--- config.mk ---
export PLATFORM = sky130hd
export DESIGN_NAME = lecg_top
export DESIGN_NICKNAME = d
export VERILOG_FILES = /design/src/design/lecg_pkg.sv /design/src/design/lecg_sync.sv /design/src/design/lecg_top.sv
export SDC_FILE = /design/constraint.sdc
export NUM_CORES = 1
export LEC_CHECK = 0
export BUFFER_PORTS_ARGS = -buffer_cell sky130_fd_sc_hd__buf_2
export CORE_UTILIZATION = 40
export DETAILED_ROUTE_END_ITERATION = 8
export PLACE_DENSITY = 0.76
export SLEW_MARGIN = 5
export SYNTH_ARGS = -nofsm -noshare
export SYNTH_HDL_FRONTEND = slang
export SYNTH_HIERARCHICAL = 1
export SYNTH_SLANG_ARGS = --single-unit
export TNS_END_PERCENT = 10
--- constraint.sdc ---
create_clock -name clk_i -period 3.8 [get_ports clk_i]
set_clock_uncertainty 0.05 [all_clocks]
set_input_delay 0.38 -clock clk_i [delete_from_list [all_inputs] [get_ports clk_i]]
set_output_delay 0.38 -clock clk_i [all_outputs]
set_load 0.1 [all_outputs]
--- src/design/lecg_pkg.sv ---
// package of constants for the link endpoint configuration gate
package lecg_pkg;
    // register byte offsets
    localparam logic [3:0] ADDR_CTRL = 4'h0;
    localparam logic [3:0] ADDR_STAT = 4'h4;
    localparam logic [3:0] ADDR_SCNT = 4'h8;
    // control field positions and reset value
    localparam int CTRL_LINK_CFG = 0;
    localparam int CTRL_AUTON = 1;
    localparam int CTRL_AUTO_RESTART = 2;
    localparam int CTRL_START = 3;
    localparam logic [2:0] CTRL_RESET = 3'h3;
    // completion status codes
    localparam logic [1:0] CPL_SC = 2'h0;
    localparam logic [1:0] CPL_UR = 2'h1;
    localparam logic [1:0] CPL_CRS = 2'h2;
    // request kinds
    localparam logic REQ_CFG = 1'b0;
    localparam logic REQ_MEM = 1'b1;
    // restart hold time in cycles
    localparam int RESTART_HOLD_NS = 40;
    localparam int CLK_PERIOD_NS = 4;
    localparam int RESTART_HOLD_CYC = (RESTART_HOLD_NS + CLK_PERIOD_NS - 1) / CLK_PERIOD_NS;
    // configuration phases
    typedef enum logic [2:0] {
        LECG_IDLE,
        LECG_PERIPH,
        LECG_CORE,
        LECG_USER,
        LECG_ERROR
    } lecg_phase_t;
endpackage : lecg_pkg

--- src/design/lecg_sync.sv ---
// two flip-flop synchroniser for pin inputs
`timescale 1ns/1ns
module lecg_sync #(
    parameter int WIDTH = 1
) (
    // clock and reset
    input wire logic clk_i,
    input wire logic rst_i,
    // data
    input wire logic [WIDTH-1:0] d_i,
    output logic [WIDTH-1:0] q_o
);
    logic [WIDTH-1:0] meta_reg;

    always_ff @(posedge clk_i) begin
        if (rst_i) begin
            meta_reg <= '0;
            q_o <= '0;
        end else begin
            meta_reg <= d_i;
            q_o <= meta_reg;
        end
    end
endmodule : lecg_sync

--- src/design/lecg_top.sv ---
// configuration gate for the hardened link endpoint
//
// Behaviour
// - in autonomous operation, endpoint leaves reset once periphery image is loaded.
// - with link configuration enabled, requests get normal completion during core load.
// - non-link core source, autonomous: configuration requests get retry status.
// - non-link core source, autonomous: memory requests get unsupported request status.
// - non-link core source, not autonomous: endpoint stays in reset until user mode.
// - non-autonomous: link training waits for user mode.
// - autonomous choice matters only for non-link core with link config disabled.
// - with auto restart enabled, a configuration error restarts the sequence.
// - autonomous setting only affects the initial configuration.
// - core image arrives over the link in initialization and update modes.
`timescale 1ns/1ns
module lecg_top #(
    parameter int HOLD_CYC = lecg_pkg::RESTART_HOLD_CYC
) (
    // clock and reset
    input wire logic clk_i,
    input wire logic rst_i,
    // wishbone slave
    input wire logic cyc_i,
    input wire logic stb_i,
    input wire logic we_i,
    input wire logic [3:0] adr_i,
    input wire logic [3:0] sel_i,
    input wire logic [31:0] dat_i,
    output logic [31:0] dat_o,
    output logic ack_o,
    output logic err_o,
    // configuration sequencer pins
    input wire logic periph_done_i,
    input wire logic core_done_i,
    input wire logic cfg_error_i,
    // core image over the link
    input wire logic core_valid_i,
    input wire logic [31:0] core_data_i,
    output logic core_valid_o,
    output logic [31:0] core_data_o,
    // endpoint control
    output logic ep_reset_o,
    output logic train_en_o,
    output logic user_mode_o,
    output logic cfg_restart_o,
    // request and completion
    input wire logic req_valid_i,
    input wire logic req_kind_i,
    output logic cpl_valid_o,
    output logic [1:0] cpl_status_o
);
    logic [2:0] ctrl_reg;
    logic [15:0] restart_cnt_reg;
    logic periph_s;
    logic core_s;
    logic err_s;
    logic err_d_reg;
    logic initial_reg;
    logic auton_eff;
    logic auton_latch_reg;
    logic [7:0] hold_reg;
    logic start_pulse;
    logic wr_ctrl;
    logic bus_req;
    logic [1:0] status_next;
    lecg_pkg::lecg_phase_t phase_reg;

    lecg_sync #(
        .WIDTH(3)
    ) u_sync (
        .clk_i(clk_i),
        .rst_i(rst_i),
        .d_i({periph_done_i, core_done_i, cfg_error_i}),
        .q_o({periph_s, core_s, err_s})
    );

    assign bus_req = cyc_i && stb_i && !ack_o && !err_o;
    // a write lands at the edge where the master sees ack, not at the take edge
    assign wr_ctrl = cyc_i && stb_i && ack_o && we_i && (adr_i == lecg_pkg::ADDR_CTRL)
        && sel_i[0];
    assign start_pulse = wr_ctrl && dat_i[lecg_pkg::CTRL_START];

    // effective autonomy: forced on unless non-link core and link config off
    assign auton_eff = ctrl_reg[lecg_pkg::CTRL_LINK_CFG] || ctrl_reg[lecg_pkg::CTRL_AUTON];

    // wishbone register access
    always_ff @(posedge clk_i) begin
        if (rst_i) begin
            ctrl_reg <= lecg_pkg::CTRL_RESET;
            ack_o <= 1'b0;
            err_o <= 1'b0;
            dat_o <= 32'h0;
        end else begin
            ack_o <= 1'b0;
            err_o <= 1'b0;
            if (wr_ctrl) begin
                ctrl_reg <= dat_i[2:0];
            end
            if (bus_req) begin
                case (adr_i)
                    lecg_pkg::ADDR_CTRL: begin
                        ack_o <= 1'b1;
                        dat_o <= {29'h0, ctrl_reg};
                    end
                    lecg_pkg::ADDR_STAT: begin
                        ack_o <= 1'b1;
                        dat_o <= {24'h0, 3'h0, initial_reg, auton_latch_reg, 3'(phase_reg)};
                    end
                    lecg_pkg::ADDR_SCNT: begin
                        ack_o <= 1'b1;
                        dat_o <= {16'h0, restart_cnt_reg};
                    end
                    default: begin
                        err_o <= 1'b1;
                        dat_o <= 32'h0;
                    end
                endcase
            end
        end
    end

    // configuration phase sequencing
    always_ff @(posedge clk_i) begin
        if (rst_i) begin
            phase_reg <= lecg_pkg::LECG_PERIPH;
            err_d_reg <= 1'b0;
            hold_reg <= 8'h0;
            restart_cnt_reg <= 16'h0;
            cfg_restart_o <= 1'b0;
        end else begin
            err_d_reg <= err_s;
            cfg_restart_o <= 1'b0;
            if (err_s && !err_d_reg && phase_reg != lecg_pkg::LECG_USER) begin
                phase_reg <= lecg_pkg::LECG_ERROR;
                hold_reg <= 8'(HOLD_CYC);
            end else begin
                case (phase_reg)
                    lecg_pkg::LECG_IDLE: begin
                        if (start_pulse) begin
                            phase_reg <= lecg_pkg::LECG_PERIPH;
                        end
                    end
                    lecg_pkg::LECG_PERIPH: begin
                        if (periph_s) begin
                            phase_reg <= lecg_pkg::LECG_CORE;
                        end
                    end
                    lecg_pkg::LECG_CORE: begin
                        if (core_s) begin
                            phase_reg <= lecg_pkg::LECG_USER;
                        end
                    end
                    lecg_pkg::LECG_USER: begin
                        if (start_pulse) begin
                            phase_reg <= lecg_pkg::LECG_CORE;
                        end
                    end
                    lecg_pkg::LECG_ERROR: begin
                        if (hold_reg != 8'h0) begin
                            hold_reg <= hold_reg - 8'h1;
                        end else if (ctrl_reg[lecg_pkg::CTRL_AUTO_RESTART]) begin
                            phase_reg <= lecg_pkg::LECG_PERIPH;
                            cfg_restart_o <= 1'b1;
                            restart_cnt_reg <= restart_cnt_reg + 16'h1;
                        end else if (start_pulse) begin
                            phase_reg <= lecg_pkg::LECG_PERIPH;
                        end
                    end
                    default: begin
                        phase_reg <= lecg_pkg::LECG_IDLE;
                    end
                endcase
            end
        end
    end

    // initial configuration flag and latched autonomy
    always_ff @(posedge clk_i) begin
        if (rst_i) begin
            initial_reg <= 1'b1;
            auton_latch_reg <= 1'b1;
        end else begin
            if (phase_reg == lecg_pkg::LECG_USER) begin
                initial_reg <= 1'b0;
            end
            if (phase_reg == lecg_pkg::LECG_PERIPH && initial_reg) begin
                auton_latch_reg <= auton_eff;
            end
        end
    end

    // endpoint reset and training enable
    always_ff @(posedge clk_i) begin
        if (rst_i) begin
            ep_reset_o <= 1'b1;
            train_en_o <= 1'b0;
            user_mode_o <= 1'b0;
        end else begin
            user_mode_o <= (phase_reg == lecg_pkg::LECG_USER);
            case (phase_reg)
                lecg_pkg::LECG_CORE: begin
                    if (!initial_reg || auton_latch_reg) begin
                        ep_reset_o <= 1'b0;
                        train_en_o <= 1'b1;
                    end else begin
                        ep_reset_o <= 1'b1;
                        train_en_o <= 1'b0;
                    end
                end
                lecg_pkg::LECG_USER: begin
                    ep_reset_o <= 1'b0;
                    train_en_o <= 1'b1;
                end
                default: begin
                    ep_reset_o <= 1'b1;
                    train_en_o <= 1'b0;
                end
            endcase
        end
    end

    // completion status choice
    always_comb begin
        status_next = lecg_pkg::CPL_SC;
        if (phase_reg == lecg_pkg::LECG_CORE && initial_reg
            && !ctrl_reg[lecg_pkg::CTRL_LINK_CFG]) begin
            if (req_kind_i == lecg_pkg::REQ_CFG) begin
                status_next = lecg_pkg::CPL_CRS;
            end else begin
                status_next = lecg_pkg::CPL_UR;
            end
        end
        // link config during load and user mode both complete normally
    end

    // completions, only while the endpoint is out of reset
    always_ff @(posedge clk_i) begin
        if (rst_i) begin
            cpl_valid_o <= 1'b0;
            cpl_status_o <= lecg_pkg::CPL_SC;
        end else begin
            cpl_valid_o <= req_valid_i && !ep_reset_o;
            if (req_valid_i && !ep_reset_o) begin
                cpl_status_o <= status_next;
            end
        end
    end

    // core image words from the link forwarded to the loader
    always_ff @(posedge clk_i) begin
        if (rst_i) begin
            core_valid_o <= 1'b0;
            core_data_o <= 32'h0;
        end else begin
            core_valid_o <= core_valid_i && !ep_reset_o
                && ctrl_reg[lecg_pkg::CTRL_LINK_CFG]
                && (phase_reg == lecg_pkg::LECG_CORE);
            if (core_valid_i) begin
                core_data_o <= core_data_i;
            end
        end
    end
endmodule : lecg_top

Word level (Yosys, flattened, before mapping) --
Index checks and enable logic that the tools add are counted.
Storage, ports and cells: bits in registers 113, input port bits 83
Operators by class: add/sub/neg operators 2, eq/ne operators 15, mux-type cells 21, bitwise logic cells 4, reductions and logical operators 39
Operators with widths (count):
- case mux 16 bit (3 select lines) | 1
- 2-to-1 mux 3 bit | 7
- logical AND 1 bit | 17
- adder 16 x 1 -> 16 bit, second input constant | 1
- case mux 3 bit (5 select lines) | 1
- 2-to-1 mux 4 bit | 3
- AND reduction 4 bit | 3
- inequality test 3 x 2 -> 1 bit, second input constant | 3
- nonzero test 8 bit | 1
- subtractor 8 x 1 -> 8 bit, second input constant | 1
- equality test 3 x 2 -> 1 bit, second input constant | 2
- zero test 1 bit | 6
- inequality test 3 bit, second input constant | 2
- 2-to-1 mux 1 bit | 5
- equality test 4 x 3 -> 1 bit, second input constant | 1
- equality test 4 bit, second input constant | 1
- zero test 4 bit | 1
- 2-to-1 mux 2 bit | 2
- inequality test 2 x 1 -> 1 bit, second input constant | 2
- inequality test 2 bit, second input constant | 2
- NOT 1 bit | 4
- case mux 1 bit (2 select lines) | 2
- AND reduction 2 bit | 2
- nonzero test 2 bit | 2
- other kinds (7) | 9

Longest topological paths before layout --
word-level depth 11, gate-level depth with buffers 7, mapped depth without buffers 6

Hierarchy --
Netlist, hierarchy kept.
Modules (own cells, without submodules):
- lecg_top | times used 1, cells an instance 428, area each 3950.0 um^2
- lecg_sync | times used 1, cells an instance 12, area each 157.7 um^2

Least setup slack after synthesis --
No wires, ideal clock.
kind register -> register, from register hold_reg[0], to register restart_cnt_reg[3], library setup time 70 ps, data arrival time 2092 ps, data required time 3680 ps, setup slack 1588 ps, cell stages (with the launch flop) 8, path buffers 1, clock period less this slack 2212 ps, cells stage by stage dfxtp_1 inv_1 ha_1 or3b_2 clkbuf_1 or3_4 or4_1 a21oi_1
Between the ends: longest elaborated chain between the ends 3
RTL lines:
- start: declaration | RTL line lecg_top.sv:60 | logic [7:0] hold_reg;
- start signal: assignment | RTL line lecg_top.sv:134 | hold_reg <= 8'(HOLD_CYC);
- start signal: assignment | RTL line lecg_top.sv:159 | hold_reg <= hold_reg - 8'h1;
- nonzero test 8 bit | RTL line lecg_top.sv:158 | if (hold_reg != 8'h0) begin
- NOT 1 bit (no source line)
- AND reduction 4 bit (no source line)
- end signal: assignment | RTL line lecg_top.sv:163 | restart_cnt_reg <= restart_cnt_reg + 16'h1;
- end: declaration | RTL line lecg_top.sv:52 | logic [15:0] restart_cnt_reg;
Every way passes these cells. A chain may end at the register's enable or synchronous reset.

Final worst setup path --
from register hold_reg[4], to register restart_cnt_reg[13]
The elaborated chain is that of the path after synthesis.

==> summary.md <==
| Metric | Value |
|---|---|
| Clk root buf | `clkbuf_8` |
| Row cnt | `36` |
| Gr usage total | `18.0%` |
| Vert. Die Dim | `103 µm` |
| Worst rel slew slack | `26.8%` |
| Unique masters post-synth | `51` |
| MaxCap Viol Count | `0` |
| FF+latch count, synth | `97` |
| CTS tree | `done` |
| Clock latency at the later pin of the worst-skew pair | `0.37 ns` |
| Outcome | `completed` |
| R2r worst-path depth | `4` |
| Die width | `103 µm` |
| Clock tree sinks | `97` |
| Crit path launch type | `register` |
| Max reg flops | `32` |
| Mapped Cells | `440` |
| Routed vias/inst | `5.05` |
| Synthesized cell area | `0.00411 mm²` |
| Sequential share of the synthesized area | `47.3%` |
| # resized after CTS | `0` |
| Nets | `621` |
| Post-place setup slack | `1.44 ns` |
| Pin count of the biggest net entering global routing | `54` |
| Post-synth EDFFs | `0` |
| Final instance area | `0.00490 mm²` |
| P&R area growth vs syn | `19.4%` |
| Core footprint | `0.00986 mm²` |
| Wirelength per Cell | `13.7 µm` |
| Final hold vios | `0` |
| Clock tree buffer depth | `2` |
| Yosys warns | `6` |
| Critical path endpoint category | `register` |
| Vias in the first global route | `3145` |
| I/O pin cnt | `157` |
| Worst r2r src | `hold_reg[4]` |
| Hold path depth | `2` |
| H-Tree Depth | `3` |
| Static Leakage | `2.18 nW` |
| Overall Power | `2.27 mW` |
| RSZ-0062 raised after global routing | `no` |
| Fin Hold WS | `0.154 ns` |
| CP required | `4.01 ns` |
| Worst hold start | `dat_i[1]` |
| Worst Hold Path EP | `ctrl_reg[1]` |
| Max frequency | `0.414 GHz` |
| Final slew viol count | `0` |
| Starting density of the core | `41.6%` |
| Fin Setup TNS | `0 ns` |
| Crit share post-route | `63.6%` |
| PnR worst setup slack | `1.38 ns` |
| Layout Cells excl Fill | `673` |
| Drt total wl | `9230 µm` |
| DRT iter0 DRCs | `147` |
| Num CTS Buffers | `9` |
| Arr. time, crit path | `2.63 ns` |
| Antenna violations before repair | `0` |
| Cells after DPL | `657` |
| GPL Wtd Cong | `0.855` |
| PortBufs | `109` |
| Congestion Overflow GR | `0` |
| Max VDD drop | `0.247 mV` |
| # fillers | `916` |
| Worst slew pin tran | `1.08 ns` |
| Primary FF master, synth | `dfxtp_1` |
| Detail Placement HPWL | `6540 µm` |
| Worst-path maximum fanout | `15` |
| # diodes | `0` |
| R2R Setup Slk | `1.38 ns` |
| First-pass GRT wire length | `14700 µm` |
| DRC viols | `0` |
| Async SR Flop Fraction | `0%` |
| Vias post-DR | `3398` |
| Layout cells sized above 1 | `27.2%` |
| DP Area | `0.00467 mm²` |
| Setup bufs post-CTS | `0` |
| Mapped Avg Cell Area | `9.34 µm²` |
| Util after Layout | `49.7%` |
| Clock slew at reported path FFs | `0.10 ns` |
| R2R Path End | `restart_cnt_reg[13]` |
| Power per cell area | `464 mW/mm²` |
| DRT antenna net count | `0` |
| DRT Pass-1 Iters | `5` |
| # setup viols final | `0` |
| Cts hold-fix bufs | `0` |
| Setup CP Type | `register to register` |
| Die Area | `0.0107 mm²` |
| Hold crit path type | `input pin to register` |
| Clock period minus worst slack | `2.42 ns` |
-- synthesized netlist by cell type (all sizes together) (2+ instances only) --
library cell | count | area [µm²]
a211o | 3 | 26.3
a211oi | 2 | 15.0
a21oi | 13 | 65.1
a221oi | 4 | 35.0
a22oi | 14 | 105
a32oi | 2 | 17.5
and3 | 5 | 31.3
and4 | 4 | 35.0
buf | 21 | 146
clkbuf | 21 | 90.1
dfxtp | 97 | 1940
ha | 3 | 37.5
inv | 7 | 26.3
mux2 | 15 | 169
mux2i | 33 | 330
nand2 | 14 | 52.6
nand2b | 4 | 25.0
nand3 | 6 | 30.0
nand3b | 3 | 22.5
nand4 | 6 | 37.5
nor2 | 78 | 293
nor2b | 22 | 138
nor3 | 16 | 80.1
nor3b | 4 | 35.0
nor4 | 10 | 62.6
nor4b | 2 | 17.5
o2111ai | 3 | 26.3
o21ai | 3 | 15.0
o31ai | 2 | 15.0
or3 | 3 | 25.0
or4 | 3 | 22.5
xnor2 | 2 | 17.5
xor2 | 4 | 35.0
-- worst max path at each step --
stage | cells past startpoint | start | end
3_3_place_gp | 4 | hold_reg[4] | restart_cnt_reg[15]
3_5_place_dp | 4 | hold_reg[4] | restart_cnt_reg[13]
5_1_grt | 4 | hold_reg[4] | restart_cnt_reg[8]
2_1_floorplan | 7 | hold_reg[0] | restart_cnt_reg[3]
4_1_cts | 4 | hold_reg[4] | restart_cnt_reg[13]
6_report | 4 | hold_reg[4] | restart_cnt_reg[13]
-- metal layers --
metal  track usage [%]  part of all wire (%)  vias to the layer above
li1                  -                     -                     1695
met1              21.7                    43                     1580
met2              30.8                    50                      108
met3              4.10                   5.1                       15
met4              7.37                   1.8                        0
met5                 0                     0                        -
-- report_power, final --
group | internal (mW) | switching, mW | total, mW
clock network | 0.384 | 0.394 | 0.778
logic | 0.0824 | 0.343 | 0.425
registers | 1.05 | 0.0230 | 1.07
total | 1.51 | 0.760 | 2.27
-- logic make-up (layout without fill, tap and decap cells) --
| group | Yosys count | in the layout | share of synthesized area [%] |
|---|---|---|---|
| other | 1 | 16 | 0.0913 |
| AOI/OAI and AO/OA | 52 | 52 | 8.99 |
| muxes | 48 | 48 | 12.2 |
| DFF | 97 | 97 | 47.3 |
| buffers and inverters | 49 | 134 | 6.40 |
| and+or+nand+nor | 184 | 184 | 22.9 |
| adders and majority gates | 3 | 3 | 0.914 |
| xor gates and xnor gates | 6 | 6 | 1.28 |
-- critical path, cell delays in order (launching register included) --
cell and delay (ns):
dfxtp_1 0.36, nor4_1 0.61, nand2_1 0.50, nor4_1 0.42, mux2_2 0.37
-- cell usage in the layout, fill, tap and decap left out, types with 2 or more instances in the layout --
cell type | netlist | layout
buf_2 | 0 | 109
dfxtp_1 | 97 | 97
nor2_1 | 78 | 78
mux2i_1 | 33 | 33
nor2b_1 | 22 | 22
nor3_1 | 16 | 16
conb_1 | 1 | 16
mux2_2 | 15 | 15
nand2_1 | 14 | 14
a22oi_1 | 14 | 14
a21oi_1 | 13 | 13
nor4_1 | 10 | 10
clkbuf_8 | 1 | 9
inv_1 | 7 | 7
nand4_1 | 6 | 6
nand3_1 | 6 | 6
and3_1 | 5 | 5
nand2b_1 | 4 | 4
and4_1 | 4 | 4
xor2_1 | 4 | 4
a221oi_1 | 4 | 4
nand3b_1 | 3 | 3
nor3b_1 | 3 | 3
or4_1 | 3 | 3
a211o_1 | 3 | 3
o21ai_0 | 3 | 3
o2111ai_1 | 3 | 3
ha_1 | 3 | 3
xnor2_1 | 2 | 2
nor4b_1 | 2 | 2
o31ai_1 | 2 | 2
a32oi_1 | 2 | 2
a211oi_1 | 2 | 2
bufinv_16 | 0 | 2
-- layout make-up --
cell class / count / area [µm²] / area share [%]
well taps: 133 / 166 / 3.39
flip-flops and latches: 97 / 1940 / 39.6
clock inverters: 7 / 113 / 2.30
repair buffers: 111 / 573 / 11.7
multi-input cells: 309 / 1960 / 40.0
clock buffers: 9 / 124 / 2.53
inverters: 7 / 26.3 / 0.536
(Power assumes the default switching activity.)
